$ cat config.mk
export PLATFORM = sky130hd
export DESIGN_NAME = csio_mapper
export DESIGN_NICKNAME = d
export VERILOG_FILES = /design/src/csio_pkg.sv /design/src/csio_mapper.sv
export SDC_FILE = /design/constraint.sdc
export NUM_CORES = 1
export LEC_CHECK = 0
export ABC_CLOCK_PERIOD_IN_PS = 2500
export BUFFER_PORTS_ARGS = -buffer_cell sky130_fd_sc_hd__buf_2
export CAP_MARGIN = 20
export CORE_MARGIN = 2
export CORE_UTILIZATION = 45
export CTS_CLUSTER_SIZE = 10
export DETAILED_ROUTE_END_ITERATION = 8
export PLACE_DENSITY = 0.65
export SYNTH_ARGS = -nofsm -noshare
export SYNTH_HDL_FRONTEND = slang
export SYNTH_SLANG_ARGS = --single-unit
$ cat constraint.sdc
create_clock -name clk_i -period 2.5 [get_ports clk_i]
set_input_delay 0 -clock clk_i [delete_from_list [all_inputs] [get_ports clk_i]]
set_output_delay 0 -clock clk_i [all_outputs]
set_load 0.01 [all_outputs]
$ cat src/csio_pkg.sv
// Package for the configurable safety input/output mapper.
// Assumes a single 50 MHz clock domain and an APB register slave.
package csio_pkg;
  // Register byte offsets.
  localparam logic [7:0] OFF_IN_FUNC   = 8'h00;
  localparam logic [7:0] OFF_OUT_FUNC  = 8'h04;
  localparam logic [7:0] OFF_GP_OUT    = 8'h08;
  localparam logic [7:0] OFF_PIN_STAT  = 8'h0c;
  localparam logic [7:0] OFF_SYS_STAT  = 8'h10;
  localparam logic [7:0] OFF_CMD       = 8'h14;
  localparam logic [7:0] OFF_IRQ_STAT  = 8'h18;
  localparam logic [7:0] OFF_IRQ_MASK  = 8'h1c;
  localparam logic [7:0] OFF_COMM      = 8'h20;
  // Function codes, two bits per input, three bits per output.
  localparam logic [1:0] IN_GP      = 2'h0;
  localparam logic [1:0] IN_ESTOP   = 2'h1;
  localparam logic [1:0] IN_OFFLINE = 2'h2;
  localparam logic [1:0] IN_HAND    = 2'h3;
  localparam logic [2:0] OUT_GP     = 3'h0;
  localparam logic [2:0] OUT_ESTOP  = 3'h1;
  localparam logic [2:0] OUT_MOTION = 3'h2;
  localparam logic [2:0] OUT_ERROR  = 3'h3;
  localparam logic [2:0] OUT_WARN   = 3'h4;
  localparam logic [2:0] OUT_COLL   = 3'h5;
  localparam logic [2:0] OUT_HAND   = 3'h6;
  localparam logic [2:0] OUT_TASK   = 3'h7;
  // Command register bit positions.
  localparam int CMD_ESTOP_SET = 0;
  localparam int CMD_ESTOP_CLR = 1;
  // Commissioning register: bit 8 enables forcing, bits 7:0 levels.
  localparam int COMM_EN = 8;
  // Input filter length in cycles and its time in ns.
  localparam int FILT_NS     = 100;
  localparam int CLK_NS      = 20;
  localparam int FILT_CYCLES = (FILT_NS + CLK_NS - 1) / CLK_NS;
  // Interrupt status bits.
  localparam int IRQ_ESTOP   = 0;
  localparam int IRQ_OFFLINE = 1;
  localparam int IRQ_HAND    = 2;
endpackage : csio_pkg

$ cat src/csio_mapper.sv
// Configurable safety input/output mapper with an APB register slave.
// Assumes field pins are asynchronous; motion controller status is on clk_i.
//
// The placing of the registers and the APB interface to the registers are this design's own decisions.
`timescale 1ns/1ps
module csio_mapper #(
  parameter int N_CH = 8
) (
  input  wire logic            clk_i,
  input  wire logic            rst_n_i,
  input  wire logic            psel_i,
  input  wire logic            penable_i,
  input  wire logic            pwrite_i,
  input  wire logic [7:0]      paddr_i,
  input  wire logic [31:0]     pwdata_i,
  output logic      [31:0]     prdata_o,
  output logic                 pready_o,
  output logic                 pslverr_o,
  input  wire logic [N_CH-1:0] ctrl_in_i,
  output logic      [N_CH-1:0] ctrl_out_o,
  input  wire logic            stop_button_i,
  input  wire logic            host_stop_i,
  input  wire logic            prog_stop_i,
  input  wire logic            api_stop_i,
  input  wire logic            in_motion_i,
  input  wire logic            error_i,
  input  wire logic            warning_i,
  input  wire logic            collision_i,
  input  wire logic            task_running_i,
  output logic                 arm_power_off_o,
  output logic                 estop_state_o,
  output logic                 free_drag_o,
  output logic                 offline_start_o,
  output logic                 irq_o
);

  ////////////////////////////////////////////////////////////////////////////
  // Registers and wires.
  logic [2*N_CH-1:0] in_func;
  logic [3*N_CH-1:0] out_func;
  logic [N_CH-1:0]   gp_out;
  logic [N_CH:0]     comm;
  logic [2:0]        irq_stat;
  logic [2:0]        irq_mask;
  logic              estop_latch;
  logic [N_CH-1:0]   sync1;
  logic [N_CH-1:0]   sync2;
  logic [N_CH-1:0]   filt_in;
  logic [N_CH-1:0]   is_estop;
  logic [N_CH-1:0]   act_off;
  logic [N_CH-1:0]   act_hand;
  logic [N_CH-1:0]   next_out;
  logic              off_any;
  logic              off_prev;
  logic              pin_stop;
  logic              stop_cause;
  logic              stop_button_s1;
  logic              stop_button_s2;

  ////////////////////////////////////////////////////////////////////////////
  // Pins pass two flip-flops, then a stability filter per channel.
  always_ff @(posedge clk_i) begin
    if (!rst_n_i) begin
      sync1          <= '1;
      sync2          <= '1;
      stop_button_s1 <= 1'b0;
      stop_button_s2 <= 1'b0;
    end else begin
      sync1          <= ctrl_in_i;
      sync2          <= sync1;
      stop_button_s1 <= stop_button_i;
      stop_button_s2 <= stop_button_s1;
    end
  end

  genvar g;
  generate
    for (g = 0; g < N_CH; g++) begin : g_ch
      logic [2:0] cnt;
      logic [1:0] fn;
      logic [1:0] pfn;
      logic [2:0] ofn;
      // A level is accepted only after it holds for the filter time.
      always_ff @(posedge clk_i) begin
        if (!rst_n_i) begin
          cnt        <= 3'h0;
          filt_in[g] <= 1'b1;
        end else if (sync2[g] == filt_in[g]) begin
          cnt        <= 3'h0;
        end else if (cnt == 3'(csio_pkg::FILT_CYCLES - 1)) begin
          cnt        <= 3'h0;
          filt_in[g] <= sync2[g];
        end else begin
          cnt        <= cnt + 3'h1;
        end
      end
      // Pair partner is the channel with the lowest bit flipped.
      assign fn  = in_func[2*g +: 2];
      assign pfn = in_func[2*(g^1) +: 2];
      assign is_estop[g] = (fn == csio_pkg::IN_ESTOP) ||
                           (pfn == csio_pkg::IN_ESTOP);
      assign act_off[g]  = !is_estop[g] && (fn == csio_pkg::IN_OFFLINE) &&
                           !filt_in[g];
      assign act_hand[g] = !is_estop[g] && (fn == csio_pkg::IN_HAND) &&
                           !filt_in[g];
      // Output function selection, all status functions active low.
      assign ofn = out_func[3*g +: 3];
      always_comb begin
        case (ofn)
          csio_pkg::OUT_GP:     next_out[g] = gp_out[g];
          csio_pkg::OUT_ESTOP:  next_out[g] = !estop_latch;
          csio_pkg::OUT_MOTION: next_out[g] = !in_motion_i;
          csio_pkg::OUT_ERROR:  next_out[g] = !error_i;
          csio_pkg::OUT_WARN:   next_out[g] = !warning_i;
          csio_pkg::OUT_COLL:   next_out[g] = !collision_i;
          csio_pkg::OUT_HAND:   next_out[g] = !free_drag_o;
          csio_pkg::OUT_TASK:   next_out[g] = !task_running_i;
          default:              next_out[g] = 1'b1;
        endcase
      end
    end
  endgenerate

  ////////////////////////////////////////////////////////////////////////////
  // Stop sources and derived function levels.
  assign pin_stop   = |(is_estop & ~filt_in);
  assign stop_cause = stop_button_s2 | host_stop_i | prog_stop_i |
                      api_stop_i | pin_stop;
  assign off_any    = |act_off;

  ////////////////////////////////////////////////////////////////////////////
  // APB decode; every access completes in its first access cycle.
  logic        wr_en;
  logic        rd_en;
  logic        addr_ok;
  logic        cmd_set;
  logic        cmd_clr;
  logic [31:0] rd_mux;
  logic [N_CH-1:0] gp_in_view;
  assign pready_o = 1'b1;
  assign addr_ok  = (paddr_i[1:0] == 2'h0) && (paddr_i <= csio_pkg::OFF_COMM);
  assign wr_en    = psel_i & penable_i & pwrite_i & addr_ok;
  assign rd_en    = psel_i & penable_i & !pwrite_i & addr_ok;
  assign pslverr_o = psel_i & penable_i & !addr_ok;
  assign cmd_set  = wr_en && (paddr_i == csio_pkg::OFF_CMD) &&
                    pwdata_i[csio_pkg::CMD_ESTOP_SET];
  assign cmd_clr  = wr_en && (paddr_i == csio_pkg::OFF_CMD) &&
                    pwdata_i[csio_pkg::CMD_ESTOP_CLR];
  // Only GP inputs are shown to programs; others read as one.
  always_comb begin
    for (int i = 0; i < N_CH; i++) begin
      gp_in_view[i] = (!is_estop[i] && in_func[2*i +: 2] == csio_pkg::IN_GP) ?
                      filt_in[i] : 1'b1;
    end
  end
  always_comb begin
    case (paddr_i)
      csio_pkg::OFF_IN_FUNC:  rd_mux = 32'(in_func);
      csio_pkg::OFF_OUT_FUNC: rd_mux = 32'(out_func);
      csio_pkg::OFF_GP_OUT:   rd_mux = 32'(gp_out);
      csio_pkg::OFF_PIN_STAT: rd_mux = {8'h00, gp_in_view, ctrl_out_o,
                                        filt_in};
      csio_pkg::OFF_SYS_STAT: rd_mux = {28'h0000000, offline_start_o,
                                        free_drag_o, pin_stop, estop_latch};
      csio_pkg::OFF_IRQ_STAT: rd_mux = {29'h0000000, irq_stat};
      csio_pkg::OFF_IRQ_MASK: rd_mux = {29'h0000000, irq_mask};
      csio_pkg::OFF_COMM:     rd_mux = 32'(comm);
      default:                rd_mux = 32'h00000000;
    endcase
  end

  ////////////////////////////////////////////////////////////////////////////
  // Writable registers.
  always_ff @(posedge clk_i) begin
    if (!rst_n_i) begin
      in_func  <= '0;
      out_func <= '0;
      gp_out   <= '1;
      comm     <= '0;
      irq_mask <= 3'h0;
      prdata_o <= 32'h00000000;
    end else begin
      if (wr_en && paddr_i == csio_pkg::OFF_IN_FUNC)  in_func  <= pwdata_i[2*N_CH-1:0];
      if (wr_en && paddr_i == csio_pkg::OFF_OUT_FUNC) out_func <= pwdata_i[3*N_CH-1:0];
      if (wr_en && paddr_i == csio_pkg::OFF_GP_OUT)   gp_out   <= pwdata_i[N_CH-1:0];
      if (wr_en && paddr_i == csio_pkg::OFF_COMM)     comm     <= pwdata_i[N_CH:0];
      if (wr_en && paddr_i == csio_pkg::OFF_IRQ_MASK) irq_mask <= pwdata_i[2:0];
      if (psel_i && !penable_i) prdata_o <= rd_mux;
    end
  end

  ////////////////////////////////////////////////////////////////////////////
  // Stop state: set by any source, left only by software while no cause.
  always_ff @(posedge clk_i) begin
    if (!rst_n_i) begin
      estop_latch <= 1'b0;
    end else if (stop_cause || cmd_set) begin
      estop_latch <= 1'b1;
    end else if (cmd_clr) begin
      estop_latch <= 1'b0;
    end
  end
  assign estop_state_o   = estop_latch;
  assign arm_power_off_o = stop_button_s2;

  ////////////////////////////////////////////////////////////////////////////
  // Function outputs, pin outputs and task start pulse.
  always_ff @(posedge clk_i) begin
    if (!rst_n_i) begin
      ctrl_out_o      <= '1;
      free_drag_o     <= 1'b0;
      offline_start_o <= 1'b0;
      off_prev        <= 1'b0;
    end else begin
      ctrl_out_o      <= comm[csio_pkg::COMM_EN] ? comm[N_CH-1:0] : next_out;
      free_drag_o     <= |act_hand && !estop_latch;
      off_prev        <= off_any;
      offline_start_o <= off_any && !off_prev && !estop_latch;
    end
  end

  ////////////////////////////////////////////////////////////////////////////
  // Sticky interrupt status; set wins over the clear-on-read.
  logic [2:0] irq_evt;
  logic       stat_rd;
  // Stop entry counts from any source, a software set included.
  assign irq_evt = {free_drag_o == 1'b0 && |act_hand, off_any && !off_prev,
                    (stop_cause || cmd_set) && !estop_latch};
  assign stat_rd = rd_en && (paddr_i == csio_pkg::OFF_IRQ_STAT);
  always_ff @(posedge clk_i) begin
    if (!rst_n_i) begin
      irq_stat <= 3'h0;
    end else begin
      irq_stat <= (stat_rd ? 3'h0 : irq_stat) | irq_evt;
    end
  end
  assign irq_o = |(irq_stat & irq_mask);

  ////////////////////////////////////////////////////////////////////////////
  // Checks.
  // A host stop request is latched on the next edge.
  a_estop_entry: assert property (@(posedge clk_i) disable iff (!rst_n_i)
    host_stop_i |=> estop_latch) else $error("stop source did not latch");
  // A latched stop drives a stop-function output low.
  a_estop_pins: assert property (@(posedge clk_i) disable iff (!rst_n_i)
    (estop_latch && !comm[csio_pkg::COMM_EN] &&
     out_func[2:0] == csio_pkg::OUT_ESTOP) |=> !ctrl_out_o[0])
    else $error("stop output not low");
  // A general-purpose output copies the written level.
  a_gp_out: assert property (@(posedge clk_i) disable iff (!rst_n_i)
    (!comm[csio_pkg::COMM_EN] && out_func[2:0] == csio_pkg::OUT_GP)
    |=> ctrl_out_o[0] == $past(gp_out[0])) else $error("gp output wrong");
  // The motion output is the inverse of the motion status.
  a_motion_out: assert property (@(posedge clk_i) disable iff (!rst_n_i)
    (!comm[csio_pkg::COMM_EN] && out_func[5:3] == csio_pkg::OUT_MOTION)
    |=> ctrl_out_o[1] == !$past(in_motion_i)) else $error("motion output wrong");
  // A low partner pin of a stop pair enters the stop state.
  a_pair_stop: assert property (@(posedge clk_i) disable iff (!rst_n_i)
    (in_func[1:0] == csio_pkg::IN_ESTOP && !filt_in[1]) |=> estop_latch)
    else $error("paired stop input ignored");
  // Free drag follows an active hand-guiding input while not stopped.
  a_drag_hold: assert property (@(posedge clk_i) disable iff (!rst_n_i)
    (!estop_latch && |act_hand) |=> free_drag_o) else $error("drag not held");
  // Free drag ends as soon as no hand-guiding input is active.
  a_drag_end: assert property (@(posedge clk_i) disable iff (!rst_n_i)
    !(|act_hand) |=> !free_drag_o) else $error("drag not ended");
  // A task start pulse needs a fresh falling edge of an offline input.
  a_offline_go: assert property (@(posedge clk_i) disable iff (!rst_n_i)
    offline_start_o |-> $past(off_any) && !$past(off_prev))
    else $error("task start without edge");
  // A falling level is accepted only after five low samples.
  a_sync_filt: assert property (@(posedge clk_i) disable iff (!rst_n_i)
    $fell(filt_in[0]) |-> $past(sync2[0], 1) == 1'b0 && $past(sync2[0], 5) == 1'b0)
    else $error("input accepted without filtering");
  // The hand-guiding status output is low while free drag is on.
  a_hand_stat: assert property (@(posedge clk_i) disable iff (!rst_n_i)
    (!comm[csio_pkg::COMM_EN] && out_func[2:0] == csio_pkg::OUT_HAND)
    |=> ctrl_out_o[0] == !$past(free_drag_o)) else $error("drag status wrong");

  ////////////////////////////////////////////////////////////////////////////
  // Checks on redundant pairs and the remaining status functions.
  // Two stop outputs side by side always show the same level.
  a_estop_twin: assert property (@(posedge clk_i) disable iff (!rst_n_i)
    (!comm[csio_pkg::COMM_EN] && out_func[5:0] == {2{csio_pkg::OUT_ESTOP}})
    |=> ctrl_out_o[1] == ctrl_out_o[0]) else $error("stop output pair differs");
  // Two motion outputs side by side always show the same level.
  a_motion_twin: assert property (@(posedge clk_i) disable iff (!rst_n_i)
    (!comm[csio_pkg::COMM_EN] && out_func[5:0] == {2{csio_pkg::OUT_MOTION}})
    |=> ctrl_out_o[1] == ctrl_out_o[0]) else $error("motion output pair differs");
  // The error output is the inverse of the error status.
  a_error_out: assert property (@(posedge clk_i) disable iff (!rst_n_i)
    (!comm[csio_pkg::COMM_EN] && out_func[2:0] == csio_pkg::OUT_ERROR)
    |=> ctrl_out_o[0] == !$past(error_i)) else $error("error output wrong");
  // The warning output is the inverse of the warning status.
  a_warn_out: assert property (@(posedge clk_i) disable iff (!rst_n_i)
    (!comm[csio_pkg::COMM_EN] && out_func[2:0] == csio_pkg::OUT_WARN)
    |=> ctrl_out_o[0] == !$past(warning_i)) else $error("warning output wrong");
  // The collision output is the inverse of the collision status.
  a_coll_out: assert property (@(posedge clk_i) disable iff (!rst_n_i)
    (!comm[csio_pkg::COMM_EN] && out_func[2:0] == csio_pkg::OUT_COLL)
    |=> ctrl_out_o[0] == !$past(collision_i)) else $error("collision output wrong");
  // The task output is low while stored tasks run.
  a_task_out: assert property (@(posedge clk_i) disable iff (!rst_n_i)
    (!comm[csio_pkg::COMM_EN] && out_func[2:0] == csio_pkg::OUT_TASK)
    |=> ctrl_out_o[0] == !$past(task_running_i)) else $error("task output wrong");
  // A stop output ignores the level written for general use.
  a_gp_ignored: assert property (@(posedge clk_i) disable iff (!rst_n_i)
    (!comm[csio_pkg::COMM_EN] && out_func[2:0] == csio_pkg::OUT_ESTOP && !estop_latch)
    |=> ctrl_out_o[0]) else $error("general level leaked to a stop output");

  ////////////////////////////////////////////////////////////////////////////
  // Checks on the input side.
  // With every pin high no input function may become active.
  a_high_idle: assert property (@(posedge clk_i) disable iff (!rst_n_i)
    (&filt_in) |=> !free_drag_o && !offline_start_o)
    else $error("high input level asserted a function");
  // A rising level is accepted only after five high samples.
  a_sync_rise: assert property (@(posedge clk_i) disable iff (!rst_n_i)
    $rose(filt_in[0]) |-> $past(sync2[0], 1) && $past(sync2[0], 5))
    else $error("input released without filtering");
  // No task start and no free drag while the stop state holds.
  a_stop_no_start: assert property (@(posedge clk_i) disable iff (!rst_n_i)
    estop_latch |=> !offline_start_o) else $error("task start while stopped");
  a_stop_no_drag: assert property (@(posedge clk_i) disable iff (!rst_n_i)
    estop_latch |=> !free_drag_o) else $error("free drag while stopped");
  // A task start pulse lasts exactly one cycle.
  a_offline_once: assert property (@(posedge clk_i) disable iff (!rst_n_i)
    offline_start_o |=> !offline_start_o) else $error("task start pulse too long");

  ////////////////////////////////////////////////////////////////////////////
  // Checks on the stop latch, the interrupt and the register slave.
  // A stop button press always leaves the arm in the stop state.
  a_button_stop: assert property (@(posedge clk_i) disable iff (!rst_n_i)
    $rose(stop_button_s2) |=> estop_latch) else $error("button stop not latched");
  // A clear command is refused while any stop cause is present.
  a_clr_refused: assert property (@(posedge clk_i) disable iff (!rst_n_i)
    (cmd_clr && stop_cause) |=> estop_latch) else $error("stop cleared under a cause");
  // A stop entry event is never lost, even under a status read.
  a_irq_sticky: assert property (@(posedge clk_i) disable iff (!rst_n_i)
    irq_evt[0] |=> irq_stat[0]) else $error("stop event lost");
  // A status read with no new event leaves the status clear.
  a_read_clear: assert property (@(posedge clk_i) disable iff (!rst_n_i)
    (stat_rd && irq_evt == 3'h0) |=> irq_stat == 3'h0) else $error("status not cleared");
  // Forced commissioning levels reach the pins on the next edge.
  a_force_out: assert property (@(posedge clk_i) disable iff (!rst_n_i)
    comm[csio_pkg::COMM_EN] |=> ctrl_out_o == $past(comm[N_CH-1:0]))
    else $error("forced output level wrong");
  // The program view shows a non-general input as inactive.
  a_gp_view: assert property (@(posedge clk_i) disable iff (!rst_n_i)
    (psel_i && !penable_i && paddr_i == csio_pkg::OFF_PIN_STAT &&
     in_func[5:4] != csio_pkg::IN_GP) |=> prdata_o[18])
    else $error("non-general input exposed");
  // A refused address reads as zero and writes nothing.
  a_bad_read: assert property (@(posedge clk_i) disable iff (!rst_n_i)
    (psel_i && !penable_i && !addr_ok) |=> prdata_o == 32'h00000000)
    else $error("refused read returned data");
  a_bad_write: assert property (@(posedge clk_i) disable iff (!rst_n_i)
    (psel_i && penable_i && !addr_ok) |=> gp_out == $past(gp_out))
    else $error("refused access changed a register");

endmodule : csio_mapper

== Word level (Yosys, flattened, before mapping) ==
Index checks and enable logic that the tools add are counted.

* Register bits after elaboration: 157
* Bits of input ports: 62
* Output and inout port bits: 47
* Word-level logic and storage cells: 313

* Add/sub/neg operators: 8
* $lt $le $gt $ge: 1
* Equal/unequal tests: 104
* Multiplexer cells: 21
* Bitwise operators: 24
* Reduce and logical (&&, ||, !) cells: 123

{| class="wikitable"
|+ Operator list
! cell !! count
|-
| $pmux 24 s8 || 1
|-
| $eq 3x3->1 const B || 40
|-
| $pmux 1 s8 || 8
|-
| $logic_and 1x1->1 || 56
|-
| $eq 3x2->1 const B || 16
|-
| $eq 2x2->1 const B || 16
|-
| $eq 8x5->1 const B || 4
|-
| $reduce_or 3->1 || 9
|-
| $add 3x1->3 const B || 8
|-
| $eq 3x1->1 const B || 8
|-
| $logic_not 3->1 || 8
|-
| $reduce_or 8->1 || 3
|-
| $logic_not 1->1 || 23
|-
| $logic_not 2->1 || 9
|-
| $eq 2x1->1 const B || 8
|-
| $eq 8x4->1 const B || 2
|-
| $reduce_and 2->1 || 8
|-
| $mux 1 || 10
|-
| $not 1->1 || 10
|-
| $and 8x8->8 || 1
|-
| $eq 1x1->1 || 8
|-
| $eq 8x3->1 const B || 1
|-
| $eq 8x6->1 const B || 1
|-
| $le 8x6->1 const B || 1
|-
| 10 further kinds || 22
|}

== Longest topological paths before layout ==
Gate-level depths: netlist of run 1.

* Depth in word-level cells: 8
* Mapped depth: 8

== Worst setup path before layout of run 1 ==
No wires, ideal clock.

* Path type: register -> register
* From: reg filt_in[7]
* To: reg irq_stat[2]
* Data arrival time: 1510 ps
* Data required time: 2370 ps
* Slack: 860 ps
* Cell stages (with the launch flop): 7
* Buffers on the path: 1
* Clock period less this slack: 1640 ps
* Path through: dfxtp_1 > clkbuf_1 > nor2b_1 > and3_1 > or4_1 > o31ai_1 > a21boi_0

* Longest elaborated chain between the ends: 5

{| class="wikitable"
|+ Ends and longest elaborated chain
! item !! RTL line !! source
|-
| from (decl) || csio_mapper.sv:48 || <nowiki>logic [N_CH-1:0] filt_in;</nowiki>
|-
| from (signal, indexed assignment) || csio_mapper.sv:92 || <nowiki>filt_in[g] <= sync2[g];</nowiki>
|-
| $logic_not 1->1 || csio_mapper.sv:105 || <nowiki>!filt_in[g];</nowiki>
|-
| $logic_and 1x1->1 || csio_mapper.sv:104 || <nowiki>assign act_hand[g] = !is_estop[g] && (fn == csio_pkg::IN_HAND) &&</nowiki>
|-
| $reduce_or 8->1 || csio_mapper.sv:227 || <nowiki>assign irq_evt = {free_drag_o == 1'b0 && |act_hand, off_any && !off_prev,</nowiki>
|-
| $logic_and 1x1->1 || csio_mapper.sv:227 ||
|-
| $or 3x3->3 || csio_mapper.sv:234 || <nowiki>irq_stat <= (stat_rd ? 3'h0 : irq_stat) | irq_evt;</nowiki>
|-
| to (signal assigned) || csio_mapper.sv:234 ||
|-
| to (decl) || csio_mapper.sv:43 || <nowiki>logic [2:0] irq_stat;</nowiki>
|}

Every way passes these cells.
A chain may end at the register's enable or synchronous reset.

== Worst setup path after layout of run 1 ==
* From: reg filt_in[5]
* To: reg irq_stat[2]

The elaborated chain is that of the path after synthesis.

==> results of run 1 <==
[sequential cells by signal, summed over array words and instances, names as in the netlist, 3 cells and up]
signal	count
gp_out	8
in_func	16
prdata_o	24
ctrl_out_o	8
filt_in	8
irq_stat	3
sync1	8
sync2	8
comm	9
g_ch.cnt	24
out_func	24
irq_mask	3
[worst register-to-register path: stages (launching register included)]
cell and delay (ps):
sky130_fd_sc_hd__dfxtp_1 500, sky130_fd_sc_hd__nor2b_1 120, sky130_fd_sc_hd__and3_1 210, sky130_fd_sc_hd__or4_1 560
sky130_fd_sc_hd__o31ai_1 240, sky130_fd_sc_hd__a21boi_0 120
[layout make-up]
type / count / area, um2
Multi-Input combinational cell: 613 / 4000
Sequential cell: 149 / 2980
Clock buffer: 20 / 447
Inverter: 38 / 143
Tap cell: 216 / 270
Clock inverter: 12 / 82.6
Fill cell: 1515 / 7080
Timing Repair Buffer: 142 / 938
[final timing paths]
path / endpoint / slack [ps] / depth (start not counted)
worst min-delay path: sync1[3]$_SDFF_PN1_ / 20 / 2
worst max-delay path: irq_stat[2]$_SDFF_PN0_ / 630 / 5
worst max register to register: irq_stat[2]$_SDFF_PN0_ / 630 / 5
worst min register to register: sync2[1]$_SDFF_PN1_ / 400 / 1
[per-stage QoR]
step                      total power, mW  cells  hold WS [ps]  instance area, um2   util
final                                5.05   1190          17.7                8860  0.556
after floorplan                      2.63    865           101                7410      -
after global routing                 5.22   1190          36.0                8860  0.556
after CTS                            5.08   1190          8.04                8860  0.556
after global placement               2.74   1124           182                7990  0.501
after detailed placement             2.74   1124           183                7990  0.501
[layer usage]
metal | GRT usage | share of wire
met2 | 0.363 | 0.46
met1 | 0.317 | 0.46
met3 | 0.0438 | 0.056
met4 | 0.0839 | 0.026
met5 | 0 | 0
[cells in the mapped netlist (all sizes together), types with 3 or more instances]
master,number
dfxtp,149
nand2,134
nor2b,62
mux2i,61
nor2,52
clkbuf,45
inv,38
o21ai,37
nand3,36
a22oi,31
a21boi,27
buf,20
a211oi,19
nand2b,19
ha,16
nor4,12
a21oi,9
nor3,9
xor2,9
a211o,8
mux4,8
and3,6
mux2,5
o22ai,5
a222oi,4
and2,4
a22o,3
nor4b,3
or4,3
[power by group through the flow]
| stage | logic [mW] | clock network, mW | registers (mW) |
|---|---|---|---|
| 6_report | 0.328 | 2.31 | 2.41 |
| 5_1_grt | 0.354 | 2.45 | 2.41 |
| 4_1_cts | 0.323 | 2.35 | 2.41 |
| 3_5_place_dp | 0.282 | 0 | 2.46 |
| 3_3_place_gp | 0.281 | 0 | 2.46 |
| 2_1_floorplan | 0.175 | 0 | 2.46 |
[cell usage in the layout, fill, tap and decap left out, types with 10 or more instances in the layout]
| cell | n |
|---|---|
| sky130_fd_sc_hd__clkbuf_16 | 17 |
| sky130_fd_sc_hd__nor2b_1 | 62 |
| sky130_fd_sc_hd__nand2b_1 | 19 |
| sky130_fd_sc_hd__nor2_1 | 49 |
| sky130_fd_sc_hd__nor4_1 | 10 |
| sky130_fd_sc_hd__dlygate4sd3_1 | 34 |
| sky130_fd_sc_hd__buf_4 | 17 |
| sky130_fd_sc_hd__o21ai_0 | 37 |
| sky130_fd_sc_hd__inv_1 | 38 |
| sky130_fd_sc_hd__a21boi_1 | 20 |
| sky130_fd_sc_hd__nand2_1 | 134 |
| sky130_fd_sc_hd__a211oi_1 | 19 |
| sky130_fd_sc_hd__a22oi_1 | 31 |
| sky130_fd_sc_hd__buf_2 | 90 |
| sky130_fd_sc_hd__nand3_1 | 35 |
| sky130_fd_sc_hd__dfxtp_1 | 149 |
| sky130_fd_sc_hd__ha_1 | 16 |
| sky130_fd_sc_hd__mux2i_1 | 61 |
[what timing repair did]
action	4_1_cts	5_1_grt
hold endpoints to repair	70	0
hold buffers	34	0
setup buffers	0	0
[cells by family after synthesis]
logic type | after synthesis
AOI/OAI and AO/OA | 154
xor gates and xnor gates | 9
adders and majority gates | 16
buffers and inverters | 103
DFF | 149
muxes | 74
other | 2
and+or+nand+nor | 351
==> parameters.txt, run 1 <==
Parameter                              Value

GRT
  Maximum number of pins on one net before global-route repair ... 69
  Overall routing resource usage ... 0.231
  Vias in the first global route ... approximately 6,000
  Global route total overflow ... 0
  Initial antenna violation count ... 0
  Global-route wire length before repair ... 31,900 um

Synthesis
  Post-synthesis instance area ... 7390 um2
  Most used flip-flop cell after synthesis ... sky130_fd_sc_hd__dfxtp_1
  Adder and majority cell fraction of the synthesized area ... 0.0271
  Post-synthesis cell type with the largest combined area ... sky130_fd_sc_hd__dfxtp_1
  Total of flip-flops plus latches after synthesis ... ~150
  Simple-gate area share of the yosys netlist ... 0.238
  Sequential-to-total area share from yosys stat ... 0.404
  Share of synthesized registers carrying an async set or reset ... 0
  Number of distinct library cells after synthesis ... 57
  Syn Inst Count ... roughly 860
  XOR/XNOR Fraction of Synth Area ... 0.0107
  Number of enable flip-flop cells after synthesis ... 0
  Dominant combinational cell family by area after synthesis ... simple AND/OR/NAND/NOR gates
  Multiplexer fraction of the synthesized cell area ... 0.115
  Complex-gate fraction of the synthesized area ... 0.145
  Yosys warning total ... 0
  Mean Syn Cell Area ... 8.61 um2
  Area share of the largest cell type after synthesis ... 0.404
  Cell types occupying the most area after synthesis ... sky130_fd_sc_hd__dfxtp_1 (40%), sky130_fd_sc_hd__mux2i_1 (8.3%), sky130_fd_sc_hd__nand2_1 (6.8%)

Timing
  Worst clock skew ... slightly below 10 ps
  Worst Setup Slack, final ... 630 ps
  Timing-limited maximum frequency ... between 0.5 and 0.6 GHz
  Setup_tns ... 0 ps
  RSZ-0062 raised after global routing ... no
  Number of pins exceeding their max-slew limit in the final report ... 0
  Worst slew margin ... 0.534
  Final Hold Fails ... 0
  Least-Margin Pin Slew ... 698 ps
  Number of setup violations in the final report ... 0
  Fraction of the cycle the final worst path needs ... 0.748
  Fin crit period ... 1870 ps

Place
  Pre-CTS setup slack ... 638 ps
  Sum of net half-perimeters after detailed placement ... ~14,000 um
  Buffers added on ports ... 91
  Final Wtd Congestion ... 0.902

Power
  Switching power ... around 1.2 mW
  Switching share of total power ... 0.241
  Combinational group share of total power ... 0.065
  Internal power ... approximately 3.8 mW
  Leakage power figure ... about 3.4 nW
  Part of the power in registers ... 0.477
  Highest ir drop seen on vdd ... 479 uV
  Power Density ... 570 nW/um2
  Power share of the clock group ... 0.458

Setup path
  Crit path buf inv count ... 0
  Largest fanout of any net on the critical path ... 7
  Worst Setup End Kind ... flop
  Startpoint type of the worst setup path ... flop
  Launch point of the worst path ... filt_in[5]$_SDFFE_PN1P_
  Dominant delay contributor by cell family on the critical path ... simple AND/OR/NAND/NOR gates
  Cell with the largest stage delay on the worst path ... sky130_fd_sc_hd__or4_1
  Start-to-end type of the worst setup path ... flop to flop
  Cell breakdown of the critical path ... nor2b_1 -> and3_1 -> or4_1 -> o31ai_1 -> a21boi_0
  Reg2reg start ... filt_in[5]$_SDFFE_PN1P_
  Delay of the slowest cell on the worst path ... about 560 ps
  Data required time of the critical path ... 2790 ps
  Arrival time reported for the critical path endpoint ... 2160 ps

CTS
  Clock sink total ... ~150
  CTS clk-pin slew, worst paths ... about 60 ps
  Worst-Skew Late Latency ... approximately 420 ps
  Cell chosen for the clock root ... sky130_fd_sc_hd__clkbuf_16
  Maximum level of the CTS H-tree ... 4
  CTS resizes ... 0
  Number of buffers on the longest clock path ... 2
  TritonCTS clock tree ... yes
  Number of buffers created by CTS ... 17

Job
  Max_cap viols ... 0

Floorplanning
  Die Height ... 132 um
  Area of the placeable core ... roughly 16,000 um2
  Placement row count ... 46
  Area enclosed by the die boundary ... 17,500 um2
  I/O pin count ... roughly 110
  Starting density of the core ... 0.463
  Die outline width ... 132 um

Route
  First-pass DRT Iterations ... 7
  Vias after detailed routing ... between 6,000 and 7,000
  DR vias/cell ... 5.36
  Remaining antenna violation count ... 0
  DRC violation count after routing ... 0
  Per-cell routed wire length ... around 17 um
  Initial detailed-routing violation count ... between 500 and 600
  Routed wire length ... approximately 20,000 um

Hold path
  Hold wc startpoint ... rst_n_i
  Class of the tightest hold or removal check ... input port to flop

Outcome
  Run status ... complete, no violations

Cells and area
  Share of final-layout standard cells stronger than drive strength 1 ... 0.164
  Final net count ... 1,039
  Number of inserted diodes ... 0
  Synthesis-to-finish area growth ... 20.0%
Power figures use the tool's default switching activity.
==> run 2, diff against run 1 <==
ABC_AREA = 1   (was default)
ABC_CLOCK_PERIOD_IN_PS = 1600   (was 2500)
PLACE_DENSITY = 0.68   (was 0.65)
clock period = 1.6 ns   (was 2.5 ns; I/O delays follow)
==> run 2 against run 1 <==
First-iteration DRC count increased by 30%. Sequential share of layout area increased by 1.1 points. Critical path depth increased by 3. Worst setup slack got worse by 540 ps. Core utilization increased by 1.2 points. Combinational power increased by 30%. Sequential cell count unchanged. Maximum frequency increased by 24%. Clock-buffer cell count unchanged. Largest power group is now the clock network. Register-to-register slack got worse by 540 ps.
==> parameters.txt, run 2 <==
Parameter                              Value

Synthesis
  Cell types occupying the most area after synthesis ... sky130_fd_sc_hd__dfxtp_1 (43%), sky130_fd_sc_hd__nand2_1 (8.7%), sky130_fd_sc_hd__o21ai_0 (8.5%)
  Post-synthesis cell type with the largest combined area ... sky130_fd_sc_hd__dfxtp_1
  Commonest cells in the netlist ... sky130_fd_sc_hd__nand2_1 (160), sky130_fd_sc_hd__dfxtp_1 (149), sky130_fd_sc_hd__o21ai_0 (117), sky130_fd_sc_hd__a21oi_1 (111), sky130_fd_sc_hd__inv_1 (108)
  Total of flip-flops plus latches after synthesis ... roughly 150
  Most used flip-flop cell after synthesis ... sky130_fd_sc_hd__dfxtp_1
  Syn Inst Count ... just under 1,000
  Number of distinct library cells after synthesis ... 35
  Mean Syn Cell Area ... 7.18 um2
  Post-synthesis instance area ... approximately 6900 um2
  Yosys warning total ... 0
  Most frequent cell after synthesis ... sky130_fd_sc_hd__nand2_1
  Share of synthesized registers carrying an async set or reset ... 0
  Sequential-to-total area share from yosys stat ... 0.432
  Area share of the largest cell type after synthesis ... 0.432
  Number of enable flip-flop cells after synthesis ... 0

Timing
  Number of pins exceeding their max-slew limit in the final report ... 0
  RSZ-0062 raised after global routing ... yes
  Fin crit period ... around 1500 ps
  Fraction of the cycle the final worst path needs ... 0.942
  Least-Margin Pin Slew ... 768 ps
  Number of setup violations in the final report ... 0
  Worst clock skew ... ~6.9 ps
  Timing-limited maximum frequency ... between 0.6 and 0.7 GHz
  Setup_tns ... 0 ps
  Final Hold Fails ... 0
  Worst slew margin ... 0.487

CTS
  Worst-Skew Late Latency ... 420 ps
  TritonCTS clock tree ... yes
  Maximum level of the CTS H-tree ... 4
  Number of buffers on the longest clock path ... 2
  Number of buffers created by CTS ... 17
  Clock sink total ... about 150
  Cell chosen for the clock root ... sky130_fd_sc_hd__clkbuf_16
  CTS clk-pin slew, worst paths ... around 60 ps

Place
  Instance area after placement ... 7570 um2
  Final Wtd Congestion ... approximately 0.85
  Buffers added on ports ... 91
  Sum of net half-perimeters after detailed placement ... approximately 14,000 um

Power
  Combinational group share of total power ... 0.050
  Leakage power figure ... ~3.6 nW
  Power Density ... 985 nW/um2
  Part of the power in registers ... 0.445
  Highest ir drop seen on vdd ... approximately 810 uV
  Power share of the clock group ... 0.505
  Switching share of total power ... 0.217
  Internal power ... roughly 6.6 mW
  Switching power ... 1.84 mW

Cells and area
  Largest registers ranked by flip-flop count ... g_ch.cnt (24), out_func (24), prdata_o (24)
  Summed area of non-filler cells in the final layout ... about 8600 um2
  Synthesis-to-finish area growth ... 24.1%
  Leading cell type in the layout, fill and taps excluded ... sky130_fd_sc_hd__nand2_1
  Final net count ... 1,158
  Share of final-layout standard cells stronger than drive strength 1 ... 0.165
  Most used cells in the layout excluding fill and tap cells ... sky130_fd_sc_hd__nand2_1 (160), sky130_fd_sc_hd__dfxtp_1 (149), sky130_fd_sc_hd__o21ai_0 (116)

Route
  First-pass DRT Iterations ... 5
  Routed wire length ... approximately 19,000 um
  Initial detailed-routing violation count ... 763
  DR vias/cell ... approximately 5.2
  DRC violation count after routing ... 0
  Vias after detailed routing ... about 6,700
  Remaining antenna violation count ... 0
  Per-cell routed wire length ... 15.2 um

GRT
  Maximum number of pins on one net before global-route repair ... 89
  Global-route wire length before repair ... between 30,000 and 40,000 um
  Vias in the first global route ... ~6,300
  Initial antenna violation count ... 0
  Global route total overflow ... 0
  Overall routing resource usage ... 0.244

Setup path
  Cell breakdown of the critical path ... inv_1 -> nand2_1 -> o21ai_0 -> buf_4 -> nor3_1 -> o22ai_1 -> nand2_1 -> a21oi_1
  Cell with the most instances on the worst path ... sky130_fd_sc_hd__nand2_1
  Delay of the slowest cell on the worst path ... about 370 ps
  Crit path buf inv count ... 2
  Start-to-end type of the worst setup path ... flop to flop
  Largest fanout of any net on the critical path ... 4
  Reg2reg start ... in_func[1]$_SDFFE_PN0P_
  Launch point of the worst path ... in_func[1]$_SDFFE_PN0P_
  Dominant delay contributor by cell family on the critical path ... simple AND/OR/NAND/NOR gates
  Startpoint type of the worst setup path ... flop
  Arrival time reported for the critical path endpoint ... between 1500 and 2000 ps
  Cell with the largest stage delay on the worst path ... sky130_fd_sc_hd__dfxtp_1
  Data required time of the critical path ... about 1900 ps
  Worst Setup End Kind ... flop

Floorplanning
  Die outline width ... 128 um
  I/O pin count ... between 100 and 150
  Die Height ... between 100 and 150 um
  Area of the placeable core ... between 15,000 and 20,000 um2
  Area enclosed by the die boundary ... about 16,000 um2
  Starting density of the core ... 0.458
  Placement row count ... between 40 and 50

Hold path
  Class of the tightest hold or removal check ... input port to flop
  Hold wc startpoint ... rst_n_i

Job
  Max_cap viols ... 0

Outcome
  Run status ... complete, no violations
run 2: changes by cell type in the layout (fill, tap and decap cells not counted), moves of 12 or more:
cell                       before  now
sky130_fd_sc_hd__nand2b_1      19    0
sky130_fd_sc_hd__inv_1         38  108
sky130_fd_sc_hd__nand3_1       35   85
sky130_fd_sc_hd__nand2_1      134  160
sky130_fd_sc_hd__nor2b_1       62    0
sky130_fd_sc_hd__a21oi_1        9  111
sky130_fd_sc_hd__nor3_1         9   21
sky130_fd_sc_hd__o21ai_0       37  116
sky130_fd_sc_hd__a21boi_1      20    0
sky130_fd_sc_hd__a211oi_1      19    0
sky130_fd_sc_hd__mux2i_1       61    0
sky130_fd_sc_hd__or2_2          1   16
sky130_fd_sc_hd__a22oi_1       31    0
run 2: timing repair:
item / CTS / global route
setup endpoints to repair: 0 / 5
hold endpoints to repair: 71 / 0
buffers inserted: 0 / 0
gates resized for setup: 0 / 2
hold buffers: 36 / 0
run 2: power groups by stage:
| stage | clock network, mW | registers [mW] | logic [mW] |
|---|---|---|---|
| global route | 4.51 | 3.76 | 0.470 |
| global placement | 0 | 3.84 | 0.349 |
| floorplan | 0 | 3.84 | 0.207 |
| CTS | 4.33 | 3.76 | 0.421 |
| detailed placement | 0 | 3.84 | 0.352 |
| finish | 4.27 | 3.76 | 0.425 |
run 2: worst min-delay path, cell delays in order:
cell	delay (ps)
sky130_fd_sc_hd__buf_2	120
sky130_fd_sc_hd__buf_12	200
sky130_fd_sc_hd__nand3_1	120
run 2: layer usage:
metal  vias up  part of all wire  GRT usage
li1       3385                 -          -
met1      3014              0.44      0.310
met2       238              0.46      0.399
met3        47             0.072     0.0563
met4         0             0.034      0.106
met5         -                 0          0
run 2: area by class of cell:
cell class | instances | area [um2]
Fill cell | 1428 | 6510
Multi-Input combinational cell | 643 | 3240
Sequential cell | 149 | 2980
Timing Repair Buffer | 153 | 1050
Clock buffer | 20 | 457
Inverter | 116 | 435
Tap cell | 188 | 235
Clock inverter | 12 | 176
Antenna cell | 1 | 2.50
run 2: metrics by stage:
stage	instances	setup slack [ps]	hold slack (ps)	utilization	total power, mW
finish	1282	92.4	66.5	0.568	8.45
global route	1281	-17.5	87.2	0.568	8.74
CTS	1281	88.8	70.3	0.568	8.51
detailed placement	1213	114	188	0.502	4.19
global placement	1213	142	190	0.502	4.19
floorplan	969	325	97.6	-	4.05
run 2: worst paths after layout:
check | end | cells past startpoint | slack [ps]
max | prdata_o[16]$_SDFFE_PN0P_ | 8 | 90
min | filt_in[5]$_SDFFE_PN1P_ | 3 | 70
min reg2reg | sync2[5]$_SDFF_PN1_ | 1 | 410
max reg2reg | prdata_o[16]$_SDFFE_PN0P_ | 8 | 90
run 2: logic make-up (layout without fill, tap and decap cells):
kind of cell / count (synthesis) / count (layout) / share of synthesized area
AOI/OAI and AO/OA: 257 / 257 / 0.194
buffers and inverters: 177 / 301 / 0.105
adders and majority gates: 16 / 16 / 0.0290
and+or+nand+nor: 345 / 345 / 0.219
xor gates and xnor gates: 16 / 16 / 0.0203
other: 2 / 10 / 0.00109
DFF: 149 / 149 / 0.432
==> run 3, diff against run 2 <==
ABC_AREA = default   (was 1)
CTS_CLUSTER_SIZE = default   (was 10)
SKIP_LAST_GASP = 1   (was default)
==> run 3 against run 2 <==
Clock power fell by 8.2%. Critical path type unchanged. Critical endpoint is now irq_stat[2]$_SDFF_PN0_. First-iteration DRC count rose by 2.4%. Largest cell class unchanged. Hold slack got worse by 25 ps.
==> parameters.txt, run 3 (synthesis gave the netlist of run 1 again) <==
Parameter                              Value

CTS
  Clock sink total ... ~150
  Maximum level of the CTS H-tree ... 4
  Cell chosen for the clock root ... sky130_fd_sc_hd__clkbuf_16
  Worst-Skew Late Latency ... between 400 and 500 ps
  CTS clk-pin slew, worst paths ... 60 ps
  Number of buffers on the longest clock path ... 2
  TritonCTS clock tree ... yes
  Number of buffers created by CTS ... 17

Power
  PnR Total Power ... approximately 8.2 mW
  Leakage power figure ... around 3.8 nW
  Power Density ... ~860 nW/um2
  Highest ir drop seen on vdd ... around 790 uV

Setup path
  Crit path buf inv count ... 0
  Dominant delay contributor by cell family on the critical path ... simple AND/OR/NAND/NOR gates
  Start-to-end type of the worst setup path ... flop to flop
  Cell with the largest stage delay on the worst path ... sky130_fd_sc_hd__or4_4
  Cell breakdown of the critical path ... nor2b_1 -> and3_1 -> or4_4 -> o31ai_4 -> a21boi_1
  Worst Setup End Kind ... flop
  Delay of the slowest cell on the worst path ... ~530 ps
  Startpoint type of the worst setup path ... flop
  Arrival time reported for the critical path endpoint ... about 1900 ps
  Data required time of the critical path ... about 1900 ps
  Largest fanout of any net on the critical path ... 3

GRT
  Overall routing resource usage ... 0.245
  Maximum number of pins on one net before global-route repair ... 41
  Initial antenna violation count ... 0
  Global-route wire length before repair ... 33,400 um
  Vias in the first global route ... roughly 6,300
  Global route total overflow ... 0

Cells and area
  Util after Layout ... 0.598
  Most used cells in the layout excluding fill and tap cells ... sky130_fd_sc_hd__dfxtp_1 (145), sky130_fd_sc_hd__nand2_1 (134), sky130_fd_sc_hd__buf_2 (90)
  Largest registers ranked by flip-flop count ... g_ch.cnt (24), out_func (24), prdata_o (24)
  Post-layout instance count excluding filler cells ... approximately 1,300
  Synthesis-to-finish area growth ... 29.2%
  Multi-input combinational cell area ... 4040 um2
  Final net count ... 1,107
  Leading cell type in the layout, fill and taps excluded ... sky130_fd_sc_hd__dfxtp_1
  Number of inserted filler cells in the final layout ... 1,418
  Share of final-layout standard cells stronger than drive strength 1 ... 0.228
  Summed area of non-filler cells in the final layout ... roughly 9500 um2
  FF/Latch Area ... 2990 um2
  Number of inserted diodes ... 0

Hold path
  Class of the tightest hold or removal check ... input port to flop

Place
  Sum of net half-perimeters after detailed placement ... between 15,000 and 20,000 um
  Buffers added on ports ... 91
  Final Wtd Congestion ... ~0.91
  Post-placement cell count ... roughly 1,200
  Instance area after placement ... between 8000 and 9000 um2

Route
  Per-cell routed wire length ... approximately 17 um
  Initial detailed-routing violation count ... approximately 780
  DRC violation count after routing ... 0
  Remaining antenna violation count ... 0
  DR vias/cell ... 5.35
  First-pass DRT Iterations ... 5
  Vias after detailed routing ... roughly 6,700
  Routed wire length ... 21,300 um

Floorplanning
  Starting density of the core ... 0.463
  Die outline width ... around 130 um
  Placement row count ... 46
  Die Height ... 132 um
  Area enclosed by the die boundary ... ~17,000 um2
  I/O pin count ... 109
  Area of the placeable core ... 15,900 um2

Outcome
  Run status ... complete, no violations

Timing
  RSZ-0062 raised after global routing ... yes
  Fin crit period ... 1590 ps
  Hold slack ... between 40 and 50 ps
  Timing-limited maximum frequency ... around 0.63 GHz
  Worst clock skew ... 7.21 ps
  Number of setup violations in the final report ... 0
  Number of pins exceeding their max-slew limit in the final report ... 0
  Fraction of the cycle the final worst path needs ... 0.992
  Final Hold Fails ... 0

Job
  Max_cap viols ... 0
[run 3: cell types whose count changed in the layout (fill, tap and decap cells not counted), sizes merged, moves of 31 or more]
cell and change:
a21oi -103, o21ai -85, inv -78, nor2b +62, mux2i +61, buf +58
nand3 -51, a22oi +31
[run 3: cell type report]
class / instances / area share
Timing Repair Buffer: 210 / 0.160
Clock inverter: 10 / 0.0110
Clock buffer: 21 / 0.0493
Inverter: 38 / 0.0149
Sequential cell: 149 / 0.313
Multi-Input combinational cell: 613 / 0.423
Tap cell: 216 / 0.0283
[run 3: worst register-to-register path, cell delays in order, from the launching register on]
cell and delay, ps:
sky130_fd_sc_hd__dfxtp_1 300, sky130_fd_sc_hd__nor2b_1 140, sky130_fd_sc_hd__and3_1 180, sky130_fd_sc_hd__or4_4 530, sky130_fd_sc_hd__o31ai_4 230, sky130_fd_sc_hd__a21boi_1 90
[run 3: metrics by stage]
stage	TNS, ps	setup WS, ps
floorplan	0	21.9
global placement	0	5.30
detailed placement	-16.5	-16.5
CTS	0	1.09
global route	-52.9	-43.4
finish	0	13.4
[run 3: what timing repair did]
| item | in CTS | in global routing |
|---|---|---|
| pin swaps | 3 | 3 |
| endpoints found under the setup margin | 1 | 9 |
| hold buffers | 35 | 0 |
| setup buffers | 0 | 1 |
| hold endpoints to repair | 77 | 0 |
| resized for setup | 4 | 9 |
[run 3: final timing paths]
| kind | startpoint | endpoint | slack [ps] | cells after the start |
|---|---|---|---|---|
| worst max-delay path | in_func[7]$_SDFFE_PN0P_ | irq_stat[2]$_SDFF_PN0_ | 10 | 5 |
| worst min-delay path | api_stop_i | estop_state_o$_SDFFE_PN0P_ | 40 | 4 |
| worst max register to register | in_func[7]$_SDFFE_PN0P_ | irq_stat[2]$_SDFF_PN0_ | 10 | 5 |
| worst min register to register | sync1[3]$_SDFF_PN1_ | sync2[3]$_SDFF_PN1_ | 400 | 1 |
[run 3: layer usage]
layer	global-route usage	up-vias	part of all wire
met4	0.0833	0	0.022
met1	0.323	3151	0.45
li1	-	3296	-
met3	0.0500	35	0.063
met2	0.399	238	0.47
met5	0	-	0
[run 3: where the power goes]
group          internal [mW]  total [mW]  switching, mW
registers               3.74        3.76         0.0181
logic                  0.266       0.567          0.301
clock network           2.39        3.92           1.53
total                   6.40        8.25           1.85
